[config.mk]
export PLATFORM = sky130hd
export DESIGN_NAME = hvpp_port
export DESIGN_NICKNAME = d
export VERILOG_FILES = /design/src/verilog/hvpp_pkg.sv /design/src/verilog/hvpp_port.sv
export SDC_FILE = /design/constraint.sdc
export NUM_CORES = 2
export LEC_CHECK = 0
export BUFFER_PORTS_ARGS = -buffer_cell sky130_fd_sc_hd__buf_2
export CORE_MARGIN = 5
export CORE_UTILIZATION = 60
export CTS_BUF_LIST = sky130_fd_sc_hd__clkbuf_8 sky130_fd_sc_hd__clkbuf_16
export CTS_CLUSTER_SIZE = 16
export DETAILED_ROUTE_END_ITERATION = 8
export PLACE_DENSITY_LB_ADDON = 0.15
export SYNTH_ARGS = -nofsm -noshare
export SYNTH_HDL_FRONTEND = slang
export SYNTH_SLANG_ARGS = --single-unit
[constraint.sdc]
create_clock -name CLOCK -period 6.3 [get_ports CLOCK]
set_input_delay 0.63 -clock CLOCK [delete_from_list [all_inputs] [get_ports CLOCK]]
set_output_delay 0.63 -clock CLOCK [all_outputs]
set_load 0.01 [all_outputs]
[src/verilog/hvpp_pkg.sv]
package hvpp_pkg;

   // Strobe-action codes
   localparam logic [1:0] XA_ADDR = 2'h0;
   localparam logic [1:0] XA_DATA = 2'h1;
   localparam logic [1:0] XA_CMD  = 2'h2;
   localparam logic [1:0] XA_IDLE = 2'h3;

   // {page_load, strobe_action_bit1, strobe_action_bit0, byte_select_first} at entry
   localparam logic [3:0] ENTRY_SIGNATURE = 4'h0;

   // Command bytes
   localparam logic [7:0] CMD_NOP          = 8'h00;
   localparam logic [7:0] CMD_CHIP_ERASE   = 8'h80;
   localparam logic [7:0] CMD_WRITE_FUSE   = 8'h40;
   localparam logic [7:0] CMD_WRITE_LOCK   = 8'h20;
   localparam logic [7:0] CMD_WRITE_FLASH  = 8'h10;
   localparam logic [7:0] CMD_WRITE_EEPROM = 8'h11;
   localparam logic [7:0] CMD_READ_SIG     = 8'h08;
   localparam logic [7:0] CMD_READ_FUSE    = 8'h04;
   localparam logic [7:0] CMD_READ_FLASH   = 8'h02;
   localparam logic [7:0] CMD_READ_EEPROM  = 8'h03;

   // Geometry
   localparam int         EE_PAGE_BYTES = 4;
   localparam int         EE_INDEX_BITS = 2;

   // Erased and reset values (1 means unprogrammed)
   localparam logic [15:0] ERASED_WORD      = 16'hffff;
   localparam logic [7:0]  ERASED_BYTE      = 8'hff;
   localparam logic [7:0]  FUSE_LOW_RESET   = 8'h62;
   localparam logic [7:0]  FUSE_HIGH_RESET  = 8'hdf;
   localparam logic [7:0]  FUSE_EXT_RESET   = 8'hff;
   localparam logic [7:0]  LOCK_RESET       = 8'hff;
   localparam int          PRESERVE_EE_BIT  = 3;

   typedef enum logic [2:0] {
      OP_FLASH_WORD  = 3'h0,
      OP_EEPROM_BYTE = 3'h1,
      OP_FUSE_LOW    = 3'h2,
      OP_FUSE_HIGH   = 3'h3,
      OP_FUSE_EXT    = 3'h4,
      OP_LOCK        = 3'h5,
      OP_ERASE_FLASH = 3'h6,
      OP_ERASE_EE    = 3'h7
   } nvm_op_e;

   typedef enum logic [1:0] {
      SPACE_FLASH  = 2'h0,
      SPACE_EEPROM = 2'h1,
      SPACE_SIG    = 2'h2
   } rd_space_e;

   typedef struct packed {
      nvm_op_e     op;
      logic [15:0] addr;
      logic [15:0] data;
   } nvm_op_s;

endpackage

[src/verilog/hvpp_port.sv]
`timescale 1ns/1ns

module nvm_fifo #(
   parameter int WIDTH = 35,
   parameter int DEPTH = 16
) (
   input  wire logic             clk,
   input  wire logic             rst_n,
   input  wire logic             in_valid,
   input  wire logic [WIDTH-1:0] in_data,
   output logic                  in_ready,
   output logic                  out_valid,
   output logic      [WIDTH-1:0] out_data,
   input  wire logic             out_ready,
   output logic                  empty
);
   localparam int AW = $clog2(DEPTH);
   localparam int CW = AW + 1;

   typedef struct packed {
      logic [DEPTH-1:0][WIDTH-1:0] mem;
      logic [AW-1:0]               wp;
      logic [AW-1:0]               rp;
      logic [CW-1:0]               cnt;
      logic                        ov;
      logic [WIDTH-1:0]            od;
   } fifo_s;

   fifo_s s;
   fifo_s next_s;
   logic  push;
   logic  take;
   logic  load;

   assign in_ready  = (s.cnt != CW'(DEPTH));
   assign out_valid = s.ov;
   assign out_data  = s.od;
   assign empty     = (s.cnt == '0) && !s.ov;

   always_comb begin
      next_s = s;
      push   = in_valid && in_ready;
      take   = s.ov && out_ready;
      load   = (s.cnt != '0) && (!s.ov || take);
      if (take) begin
         next_s.ov = 1'b0;
      end
      // Output word held in a register stage
      if (load) begin
         next_s.od = s.mem[s.rp];
         next_s.ov = 1'b1;
         next_s.rp = s.rp + AW'(1);
      end
      if (push) begin
         next_s.mem[s.wp] = in_data;
         next_s.wp        = s.wp + AW'(1);
      end
      next_s.cnt = s.cnt + CW'(push) - CW'(load);
   end

   always_ff @(posedge clk or negedge rst_n) begin
      if (!rst_n) begin
         s <= '0;
      end else begin
         s <= next_s;
      end
   end
endmodule

// Operation
// - Ready/busy low while writing or erasing, high when a command is accepted.
// - Data bus driven only while output enable is low.
// - First byte select picks low byte at 0, high byte at 1.
// - Second byte select picks low byte at 0, extended byte at 1.
// - Load strobe rise acts per action code: address, data, command, nothing.
// - Address load goes to high byte when first select is 1, else low.
// - Write pulse or output enable executes the latest loaded command.
// - Commands 0x10 write flash, 0x11 write EEPROM, 0x02 read flash.
// - Commands 0x08 read signature, 0x04 read fuse and lock, 0x03 read EEPROM.
// - Commands 0x40 write fuses, 0x20 write lock bits.
// - Programming mode ends on power down or reset pin at 0V.
// - Loaded command and address persist across many accesses.
// - Chip erase clears flash and lock bits, and EEPROM unless the preserve fuse is programmed, keeps fuses.
// - Lock bits cleared only after program memory fully erased.
// - Chip erase keeps EEPROM when the preserve fuse is programmed.
// - Flash written a page at a time through a page buffer.
// - EEPROM pages are four bytes, two low address bits index the byte.
// - Page load rise latches loaded data into page buffer at current index.
module hvpp_port #(
   parameter int PAGE_WORD_BITS = 6,
   parameter int FIFO_DEPTH     = 16
) (
   input  wire logic                    CLOCK,
   input  wire logic                    RST_N,
   input  wire logic                    PROG_HV,
   input  wire logic                    LOAD_STROBE,
   input  wire logic                    OUTPUT_ENABLE_N,
   input  wire logic                    WRITE_PULSE_N,
   input  wire logic                    BYTE_SELECT_FIRST,
   input  wire logic                    BYTE_SELECT_SECOND,
   input  wire logic                    STROBE_ACTION_BIT0,
   input  wire logic                    STROBE_ACTION_BIT1,
   input  wire logic                    PAGE_LOAD,
   input  wire logic [7:0]              DATA_IN,
   output logic      [7:0]              DATA_OUT,
   output logic                         DATA_OE,
   output logic                         READY_BUSY_OUT,
   output logic                         PROG_MODE,
   output hvpp_pkg::rd_space_e          RD_SPACE,
   output logic      [15:0]             RD_ADDR,
   input  wire logic [15:0]             RD_DATA,
   output logic                         NVM_VALID,
   output hvpp_pkg::nvm_op_s            NVM_OP,
   input  wire logic                    NVM_READY,
   input  wire logic                    NVM_IDLE
);
   localparam int PAGE_WORDS = 1 << PAGE_WORD_BITS;
   localparam int OP_W       = $bits(hvpp_pkg::nvm_op_s);

   typedef enum logic [5:0] {
      ST_IDLE   = 6'b000001,
      ST_FLASH  = 6'b000010,
      ST_EE     = 6'b000100,
      ST_SINGLE = 6'b001000,
      ST_ERASE  = 6'b010000,
      ST_DRAIN  = 6'b100000
   } state_e;

   typedef struct packed {
      state_e                            st;
      logic                              prog;
      logic                              hv_d;
      logic                              strobe_d;
      logic                              wr_d;
      logic                              page_load_d;
      logic [7:0]                        cmd;
      logic [7:0]                        addr_lo;
      logic [7:0]                        addr_hi;
      logic [7:0]                        data_lo;
      logic [7:0]                        data_hi;
      logic [PAGE_WORDS-1:0][15:0]       page;
      logic [hvpp_pkg::EE_PAGE_BYTES-1:0][7:0] ee_page;
      logic [PAGE_WORD_BITS-1:0]         step;
      logic                              erase;
      logic                              fuse_sel_hi;
      logic                              fuse_sel_ext;
      logic [7:0]                        fuse_lo;
      logic [7:0]                        fuse_hi;
      logic [7:0]                        fuse_ext;
      logic [7:0]                        lock;
      logic                              rdy;
      logic                              oe;
      logic [7:0]                        dout;
      hvpp_pkg::rd_space_e               space;
      logic [15:0]                       raddr;
   } state_s;

   state_s                s;
   state_s                next_s;
   logic                  push_valid;
   hvpp_pkg::nvm_op_s     push_op;
   logic                  push_ready;
   logic                  fifo_empty;
   logic [OP_W-1:0]       fifo_out;
   logic                  strobe_rise;
   logic                  wr_fall;
   logic                  page_load_rise;
   logic [15:0]           word_addr;
   logic [PAGE_WORD_BITS-1:0] word_in_page_index;
   logic [hvpp_pkg::EE_INDEX_BITS-1:0] eeprom_byte_address;

   nvm_fifo #(
      .WIDTH (OP_W),
      .DEPTH (FIFO_DEPTH)
   ) u_fifo (
      .clk       (CLOCK),
      .rst_n     (RST_N),
      .in_valid  (push_valid),
      .in_data   (push_op),
      .in_ready  (push_ready),
      .out_valid (NVM_VALID),
      .out_data  (fifo_out),
      .out_ready (NVM_READY),
      .empty     (fifo_empty)
   );

   assign NVM_OP          = hvpp_pkg::nvm_op_s'(fifo_out);
   assign DATA_OUT        = s.dout;
   assign DATA_OE         = s.oe;
   assign READY_BUSY_OUT  = s.rdy;
   assign PROG_MODE       = s.prog;
   assign RD_SPACE        = s.space;
   assign RD_ADDR         = s.raddr;

   assign strobe_rise         = LOAD_STROBE && !s.strobe_d;
   assign wr_fall             = !WRITE_PULSE_N && s.wr_d;
   assign page_load_rise          = PAGE_LOAD && !s.page_load_d;
   assign word_addr           = {s.addr_hi, s.addr_lo};
   assign word_in_page_index  = s.addr_lo[PAGE_WORD_BITS-1:0];
   assign eeprom_byte_address = s.addr_lo[hvpp_pkg::EE_INDEX_BITS-1:0];

   always_comb begin
      next_s     = s;
      push_valid = 1'b0;
      push_op    = '0;
      next_s.hv_d     = PROG_HV;
      next_s.strobe_d = LOAD_STROBE;
      next_s.wr_d     = WRITE_PULSE_N;
      next_s.page_load_d  = PAGE_LOAD;
      if (PROG_HV && !s.hv_d && !s.prog && {PAGE_LOAD, STROBE_ACTION_BIT1,
            STROBE_ACTION_BIT0, BYTE_SELECT_FIRST} == hvpp_pkg::ENTRY_SIGNATURE) begin
         next_s.prog = 1'b1;
      end
      if (!PROG_HV) begin
         // Reset pin at 0V ends mode
         next_s.prog  = 1'b0;
         next_s.st    = ST_IDLE;
         next_s.cmd   = hvpp_pkg::CMD_NOP;
         next_s.erase = 1'b0;
      end else if (s.prog) begin
         case (s.st)
            ST_IDLE: begin
               if (strobe_rise) begin
                  case ({STROBE_ACTION_BIT1, STROBE_ACTION_BIT0})
                     hvpp_pkg::XA_ADDR: begin
                        if (BYTE_SELECT_FIRST) begin
                           next_s.addr_hi = DATA_IN;
                        end else begin
                           next_s.addr_lo = DATA_IN;
                        end
                     end
                     hvpp_pkg::XA_DATA: begin
                        if (BYTE_SELECT_FIRST) begin
                           next_s.data_hi = DATA_IN;
                        end else begin
                           next_s.data_lo = DATA_IN;
                        end
                     end
                     hvpp_pkg::XA_CMD: begin
                        next_s.cmd = DATA_IN;
                     end
                     default: begin
                     end
                  endcase
               end
               if (page_load_rise) begin
                  if (s.cmd == hvpp_pkg::CMD_WRITE_FLASH) begin
                     next_s.page[word_in_page_index] = {s.data_hi, s.data_lo};
                  end else if (s.cmd == hvpp_pkg::CMD_WRITE_EEPROM) begin
                     next_s.ee_page[eeprom_byte_address] = s.data_lo;
                  end
               end
               if (wr_fall) begin
                  next_s.step = '0;
                  case (s.cmd)
                     hvpp_pkg::CMD_WRITE_FLASH: begin
                        next_s.st = ST_FLASH;
                     end
                     hvpp_pkg::CMD_WRITE_EEPROM: begin
                        next_s.st = ST_EE;
                     end
                     hvpp_pkg::CMD_WRITE_FUSE, hvpp_pkg::CMD_WRITE_LOCK: begin
                        next_s.st           = ST_SINGLE;
                        next_s.fuse_sel_hi  = BYTE_SELECT_FIRST && !BYTE_SELECT_SECOND;
                        next_s.fuse_sel_ext = !BYTE_SELECT_FIRST && BYTE_SELECT_SECOND;
                     end
                     hvpp_pkg::CMD_CHIP_ERASE: begin
                        next_s.st    = ST_ERASE;
                        next_s.erase = 1'b1;
                     end
                     default: begin
                     end
                  endcase
               end
            end
            ST_FLASH: begin
               // Whole page streamed out word by word
               push_valid   = 1'b1;
               push_op.op   = hvpp_pkg::OP_FLASH_WORD;
               push_op.addr = {word_addr[15:PAGE_WORD_BITS], s.step};
               push_op.data = s.page[s.step];
               if (push_ready) begin
                  next_s.step = s.step + PAGE_WORD_BITS'(1);
                  if (s.step == PAGE_WORD_BITS'(PAGE_WORDS - 1)) begin
                     next_s.page = {PAGE_WORDS{hvpp_pkg::ERASED_WORD}};
                     next_s.st   = ST_DRAIN;
                  end
               end
            end
            ST_EE: begin
               push_valid   = 1'b1;
               push_op.op   = hvpp_pkg::OP_EEPROM_BYTE;
               push_op.addr = {word_addr[15:hvpp_pkg::EE_INDEX_BITS],
                               s.step[hvpp_pkg::EE_INDEX_BITS-1:0]};
               push_op.data = {8'h00, s.ee_page[s.step[hvpp_pkg::EE_INDEX_BITS-1:0]]};
               if (push_ready) begin
                  next_s.step = s.step + PAGE_WORD_BITS'(1);
                  if (s.step == PAGE_WORD_BITS'(hvpp_pkg::EE_PAGE_BYTES - 1)) begin
                     next_s.ee_page = {hvpp_pkg::EE_PAGE_BYTES{hvpp_pkg::ERASED_BYTE}};
                     next_s.st      = ST_DRAIN;
                  end
               end
            end
            ST_SINGLE: begin
               push_valid   = 1'b1;
               push_op.data = {8'h00, s.data_lo};
               if (s.cmd == hvpp_pkg::CMD_WRITE_LOCK) begin
                  push_op.op = hvpp_pkg::OP_LOCK;
               end else if (s.fuse_sel_hi) begin
                  push_op.op = hvpp_pkg::OP_FUSE_HIGH;
               end else if (s.fuse_sel_ext) begin
                  push_op.op = hvpp_pkg::OP_FUSE_EXT;
               end else begin
                  push_op.op = hvpp_pkg::OP_FUSE_LOW;
               end
               if (push_ready) begin
                  next_s.st = ST_DRAIN;
                  case (push_op.op)
                     // Erase alone clears lock bits
                     hvpp_pkg::OP_LOCK:      next_s.lock     = s.lock & s.data_lo;
                     hvpp_pkg::OP_FUSE_HIGH: next_s.fuse_hi  = s.data_lo;
                     hvpp_pkg::OP_FUSE_EXT:  next_s.fuse_ext = s.data_lo;
                     default:                next_s.fuse_lo  = s.data_lo;
                  endcase
               end
            end
            ST_ERASE: begin
               push_valid = 1'b1;
               if (s.step == '0) begin
                  push_op.op = hvpp_pkg::OP_ERASE_FLASH;
                  if (push_ready) begin
                     next_s.step = PAGE_WORD_BITS'(1);
                  end
               end else if (!s.fuse_hi[hvpp_pkg::PRESERVE_EE_BIT]) begin
                  // Preserve fuse programmed: EEPROM left alone
                  push_valid = 1'b0;
                  next_s.st  = ST_DRAIN;
               end else begin
                  push_op.op = hvpp_pkg::OP_ERASE_EE;
                  if (push_ready) begin
                     next_s.st = ST_DRAIN;
                  end
               end
            end
            ST_DRAIN: begin
               if (fifo_empty && NVM_IDLE) begin
                  if (s.erase) begin
                     // Lock cleared after memories
                     push_valid   = 1'b1;
                     push_op.op   = hvpp_pkg::OP_LOCK;
                     push_op.data = {8'h00, hvpp_pkg::ERASED_BYTE};
                     if (push_ready) begin
                        next_s.lock  = hvpp_pkg::ERASED_BYTE;
                        next_s.erase = 1'b0;
                     end
                  end else begin
                     next_s.st = ST_IDLE;
                  end
               end
            end
            default: begin
               next_s.st = ST_IDLE;
            end
         endcase
      end

      // Read path, every cycle
      next_s.oe    = s.prog && PROG_HV && !OUTPUT_ENABLE_N;
      next_s.raddr = word_addr;
      next_s.dout  = hvpp_pkg::ERASED_BYTE;
      next_s.space = hvpp_pkg::SPACE_FLASH;
      case (s.cmd)
         hvpp_pkg::CMD_READ_FLASH: begin
            next_s.dout = BYTE_SELECT_FIRST ? RD_DATA[15:8] : RD_DATA[7:0];
         end
         hvpp_pkg::CMD_READ_EEPROM: begin
            next_s.space = hvpp_pkg::SPACE_EEPROM;
            next_s.dout  = RD_DATA[7:0];
         end
         hvpp_pkg::CMD_READ_SIG: begin
            next_s.space = hvpp_pkg::SPACE_SIG;
            next_s.dout  = BYTE_SELECT_FIRST ? RD_DATA[15:8] : RD_DATA[7:0];
         end
         hvpp_pkg::CMD_READ_FUSE: begin
            case ({BYTE_SELECT_SECOND, BYTE_SELECT_FIRST})
               2'h0:    next_s.dout = s.fuse_lo;
               2'h1:    next_s.dout = s.lock;
               2'h2:    next_s.dout = s.fuse_ext;
               default: next_s.dout = s.fuse_hi;
            endcase
         end
         default: begin
         end
      endcase
      next_s.rdy = (next_s.st == ST_IDLE);
   end

   always_ff @(posedge CLOCK or negedge RST_N) begin
      if (!RST_N) begin
         s          <= '0;
         s.st       <= ST_IDLE;
         s.wr_d     <= 1'b1;
         s.page     <= {PAGE_WORDS{hvpp_pkg::ERASED_WORD}};
         s.ee_page  <= {hvpp_pkg::EE_PAGE_BYTES{hvpp_pkg::ERASED_BYTE}};
         s.fuse_lo  <= hvpp_pkg::FUSE_LOW_RESET;
         s.fuse_hi  <= hvpp_pkg::FUSE_HIGH_RESET;
         s.fuse_ext <= hvpp_pkg::FUSE_EXT_RESET;
         s.lock     <= hvpp_pkg::LOCK_RESET;
         s.rdy      <= 1'b1;
         s.dout     <= hvpp_pkg::ERASED_BYTE;
      end else begin
         s <= next_s;
      end
   end
endmodule
==> results.toml <==
[run_status]
status = "finished clean"

[cts]
cts.sinks = 1785
cts_made_buffers = 181
root_buffer = "clkbuf_16"
clkLatencyLatePin_ps = 810
htreeDepth = 4
tritoncts = "yes"
path_clk_slew_ps = 60
clock_tree.buffer_depth = 3
cts_setup_buffers = 0

[power_and_ir_drop]
power_uw = 24300
vdd_drop_max_v = 0.000327
clock_power_share_pct = 43.9
power_density_mw_per_mm2 = 276
intPower_uw = 18500
p_leak_uw = 0.0355
power_frac_comb_pct = 8.0
p_sw_uw = 5810
p_seq_share_pct = 48.1
swShare_pct = 23.9

[synthesis]
yosysTopAreaCellShare_pct = 35.5
synth_cell_type_count = 83
synth-seq-cells = 1785
synth_edf_count = 0
syn_area_per_cell_um2 = 11.3
synthCells = 7186
synthArstFlopShare_pct = 100
synth_area_mm2 = 0.0809
synth_area_leaders = "dfstp_2, dfrtp_1, mux4_2"
synthFlopType = "dfstp_2"
synth_nets = 7237
ys_warn_count = 0
yosysTopAreaCell = "dfstp_2"
yosysSeqAreaShare_pct = 56.9

[timing]
final.setup.tns_ps = 0
rsz0062_at_grt = "no"
fmax_mhz = 209
drv_slew = 0
setup_viol = 0
fin_crit_ps = 4790
hold_slack_ps = 59.8
final-hold-violation-count = 0
fin_crit_sh_pct = 76.0
fin_skew_ps = 29.6
relSlewSlack_pct = 17.3
worst_pin_slew_ps = 1240
postLayoutSetupSlackWorst_ps = 1510

[detailed_routing]
drcViolationCount = 0
drt_iter0_markers = 4948
drt_wl_total_um = 218000
ant_nets = 0
wl_per_cell_um = 24.6
dr_total_vias = 55800
routed_via_density = 6.30
drt_pass1_iterations = 6

[placed_design]
dp_slack_ps = 1330
gp_congestion = 0.883
io_buffers = 101
dp_hpwl_um = 134000
placed_cell_area_mm2 = 0.0822

[setup_path]
cp_cell_sequence = "ha_1, nand3_1, o311ai_0, and2_2, and3_1, nor2_1, a21oi_1"
max_stage_delay_ps = 1130
worstPathRequired_ps = 7010
crit_buf_inv = 0
crit_arrival_ps = 5490
worstSetupPathType = "reg2reg"
path_max_fanout = 50
cp-end-kind = "flip-flop"
slowest_stage = "and3_1"
cp_top_family = "simple AND/OR/NAND/NOR gates"
start_kind = "flip-flop"

[global_route]
track_usage_pct = 31.2
antenna_found_initial = 5
grt_pass1_vias = 56600
grt_max_degree = 183
grt_pass1_wl_um = 342000
globalRouteOverflowTotal = 0

[final_layout]
multi_input_comb_area_mm2 = 0.0317
layout_common_cells = "nand2_1, o21ai_0, dfstp_2"
nFillCells = 10100
layout-drive-gt1-share_pct = 33.1
fin_area_mm2 = 0.0883
area_growth_pct = 9.14
layout_commonest_cell = "nand2_1"
fin_nets = 6992
ff_latch_area_mm2 = 0.0461

[floorplanning]
initial_core_util_pct = 60.5
die_y_um = 377
num_rows = 134
dieArea_mm2 = 0.142
core_region_area_mm2 = 0.134
io_pins = 102
die_x_um = 377

[hold_path]
hp-class = "in2reg"

[run]
drv_cap = 0
## power groups by stage
stage          combinational, uW  sequential, uW  clock (uW)
6_report                    1940           11700       10700
5_1_grt                     2110           11700       11400
4_1_cts                     1980           11700       10900
3_5_place_dp                1980           11900           0
3_3_place_gp                1960           11900           0
2_1_floorplan               1470           11700           0
## cell usage after synthesis, types with 24 or more instances
library cell,instances
clkbuf_1,542
o211ai_1,39
mux4_2,418
and3_1,24
inv_1,56
buf_4,90
o21ai_0,1201
nand3_1,67
o22ai_1,26
mux2i_1,105
mux2_2,216
dfrtp_1,692
nor2b_1,24
buf_1,36
a21oi_1,486
buf_2,34
nor2_1,446
nand2_1,1234
dfstp_2,1093
a211oi_1,40
## area by class of cell
class	instances	area share, %
clock inverter	106	0.893
inverter	58	0.247
multi-input combinational	4629	35.9
tap	1768	2.51
timing repair buffer	286	2.43
antenna	3	0.00850
clock buffer	225	5.87
sequential	1785	52.2
## per-stage QoR
| step | instances | util, % |
|---|---|---|
| finish | 8860 | 66.0 |
| CTS | 8857 | 66.0 |
| global placement | 8521 | 61.5 |
| detailed placement | 8521 | 61.5 |
| floorplan | 7186 | - |
| global route | 8858 | 66.0 |
## registers in the layout, summed over array words and instances (netlist names)
signal / cells
PROG_MODE: 1
RD_ADDR: 16
u_fifo.out_valid: 1
DATA_OE: 1
u_fifo.s: 573
eeprom_byte_address: 2
RD_SPACE: 2
DATA_OUT: 8
READY_BUSY_OUT: 1
s: 1131
next_s: 14
u_fifo.out_data: 35
## worst min-delay path: cells and delay by family
kind | cells | cell delay, ps
compound gates | 1 | 50
buf+inv | 1 | 90
simple gates | 1 | 60
## path summary, 6_finish.rpt
check / from / to / slack (ps) / depth (start not counted)
min in group asynchronous: RST_N / u_fifo.s[145] / 430 / 2
min: RD_DATA[6] / DATA_OUT[6] / 60 / 3
max reg2reg: s[64] / s[230] / 1510 / 7
max: s[64] / s[230] / 1510 / 7
max in group asynchronous: RST_N / s[607] / 4080 / 4
min reg2reg: next_s[11] / RD_ADDR[11] / 400 / 0
## cells by family after synthesis
| kind of cell | after synthesis | share of synthesized area (%) |
|---|---|---|
| compound gates | 1932 | 12.8 |
| simple gates | 1931 | 9.82 |
| flops | 1785 | 56.9 |
| buf+inv | 772 | 4.16 |
| mux | 739 | 15.9 |
| fa+ha+maj | 14 | 0.226 |
| xor+xnor | 13 | 0.141 |
## timing repair
item | in CTS | in global routing
endpoints found under the hold margin | 91 | 0
hold buffers | 5 | 0
gates resized for setup | 0 | 0
## routing by layer
layer	share of wire [%]	up-vias	routed length, um	GRT usage (%)
li1	-	24700	-	-
met1	41	28600	89000	42.3
met2	49	2010	106000	51.1
met3	6.4	513	14000	5.18
met4	4.2	0	9070	12.3
met5	0	-	0	0
(Power assumes the default switching activity.)
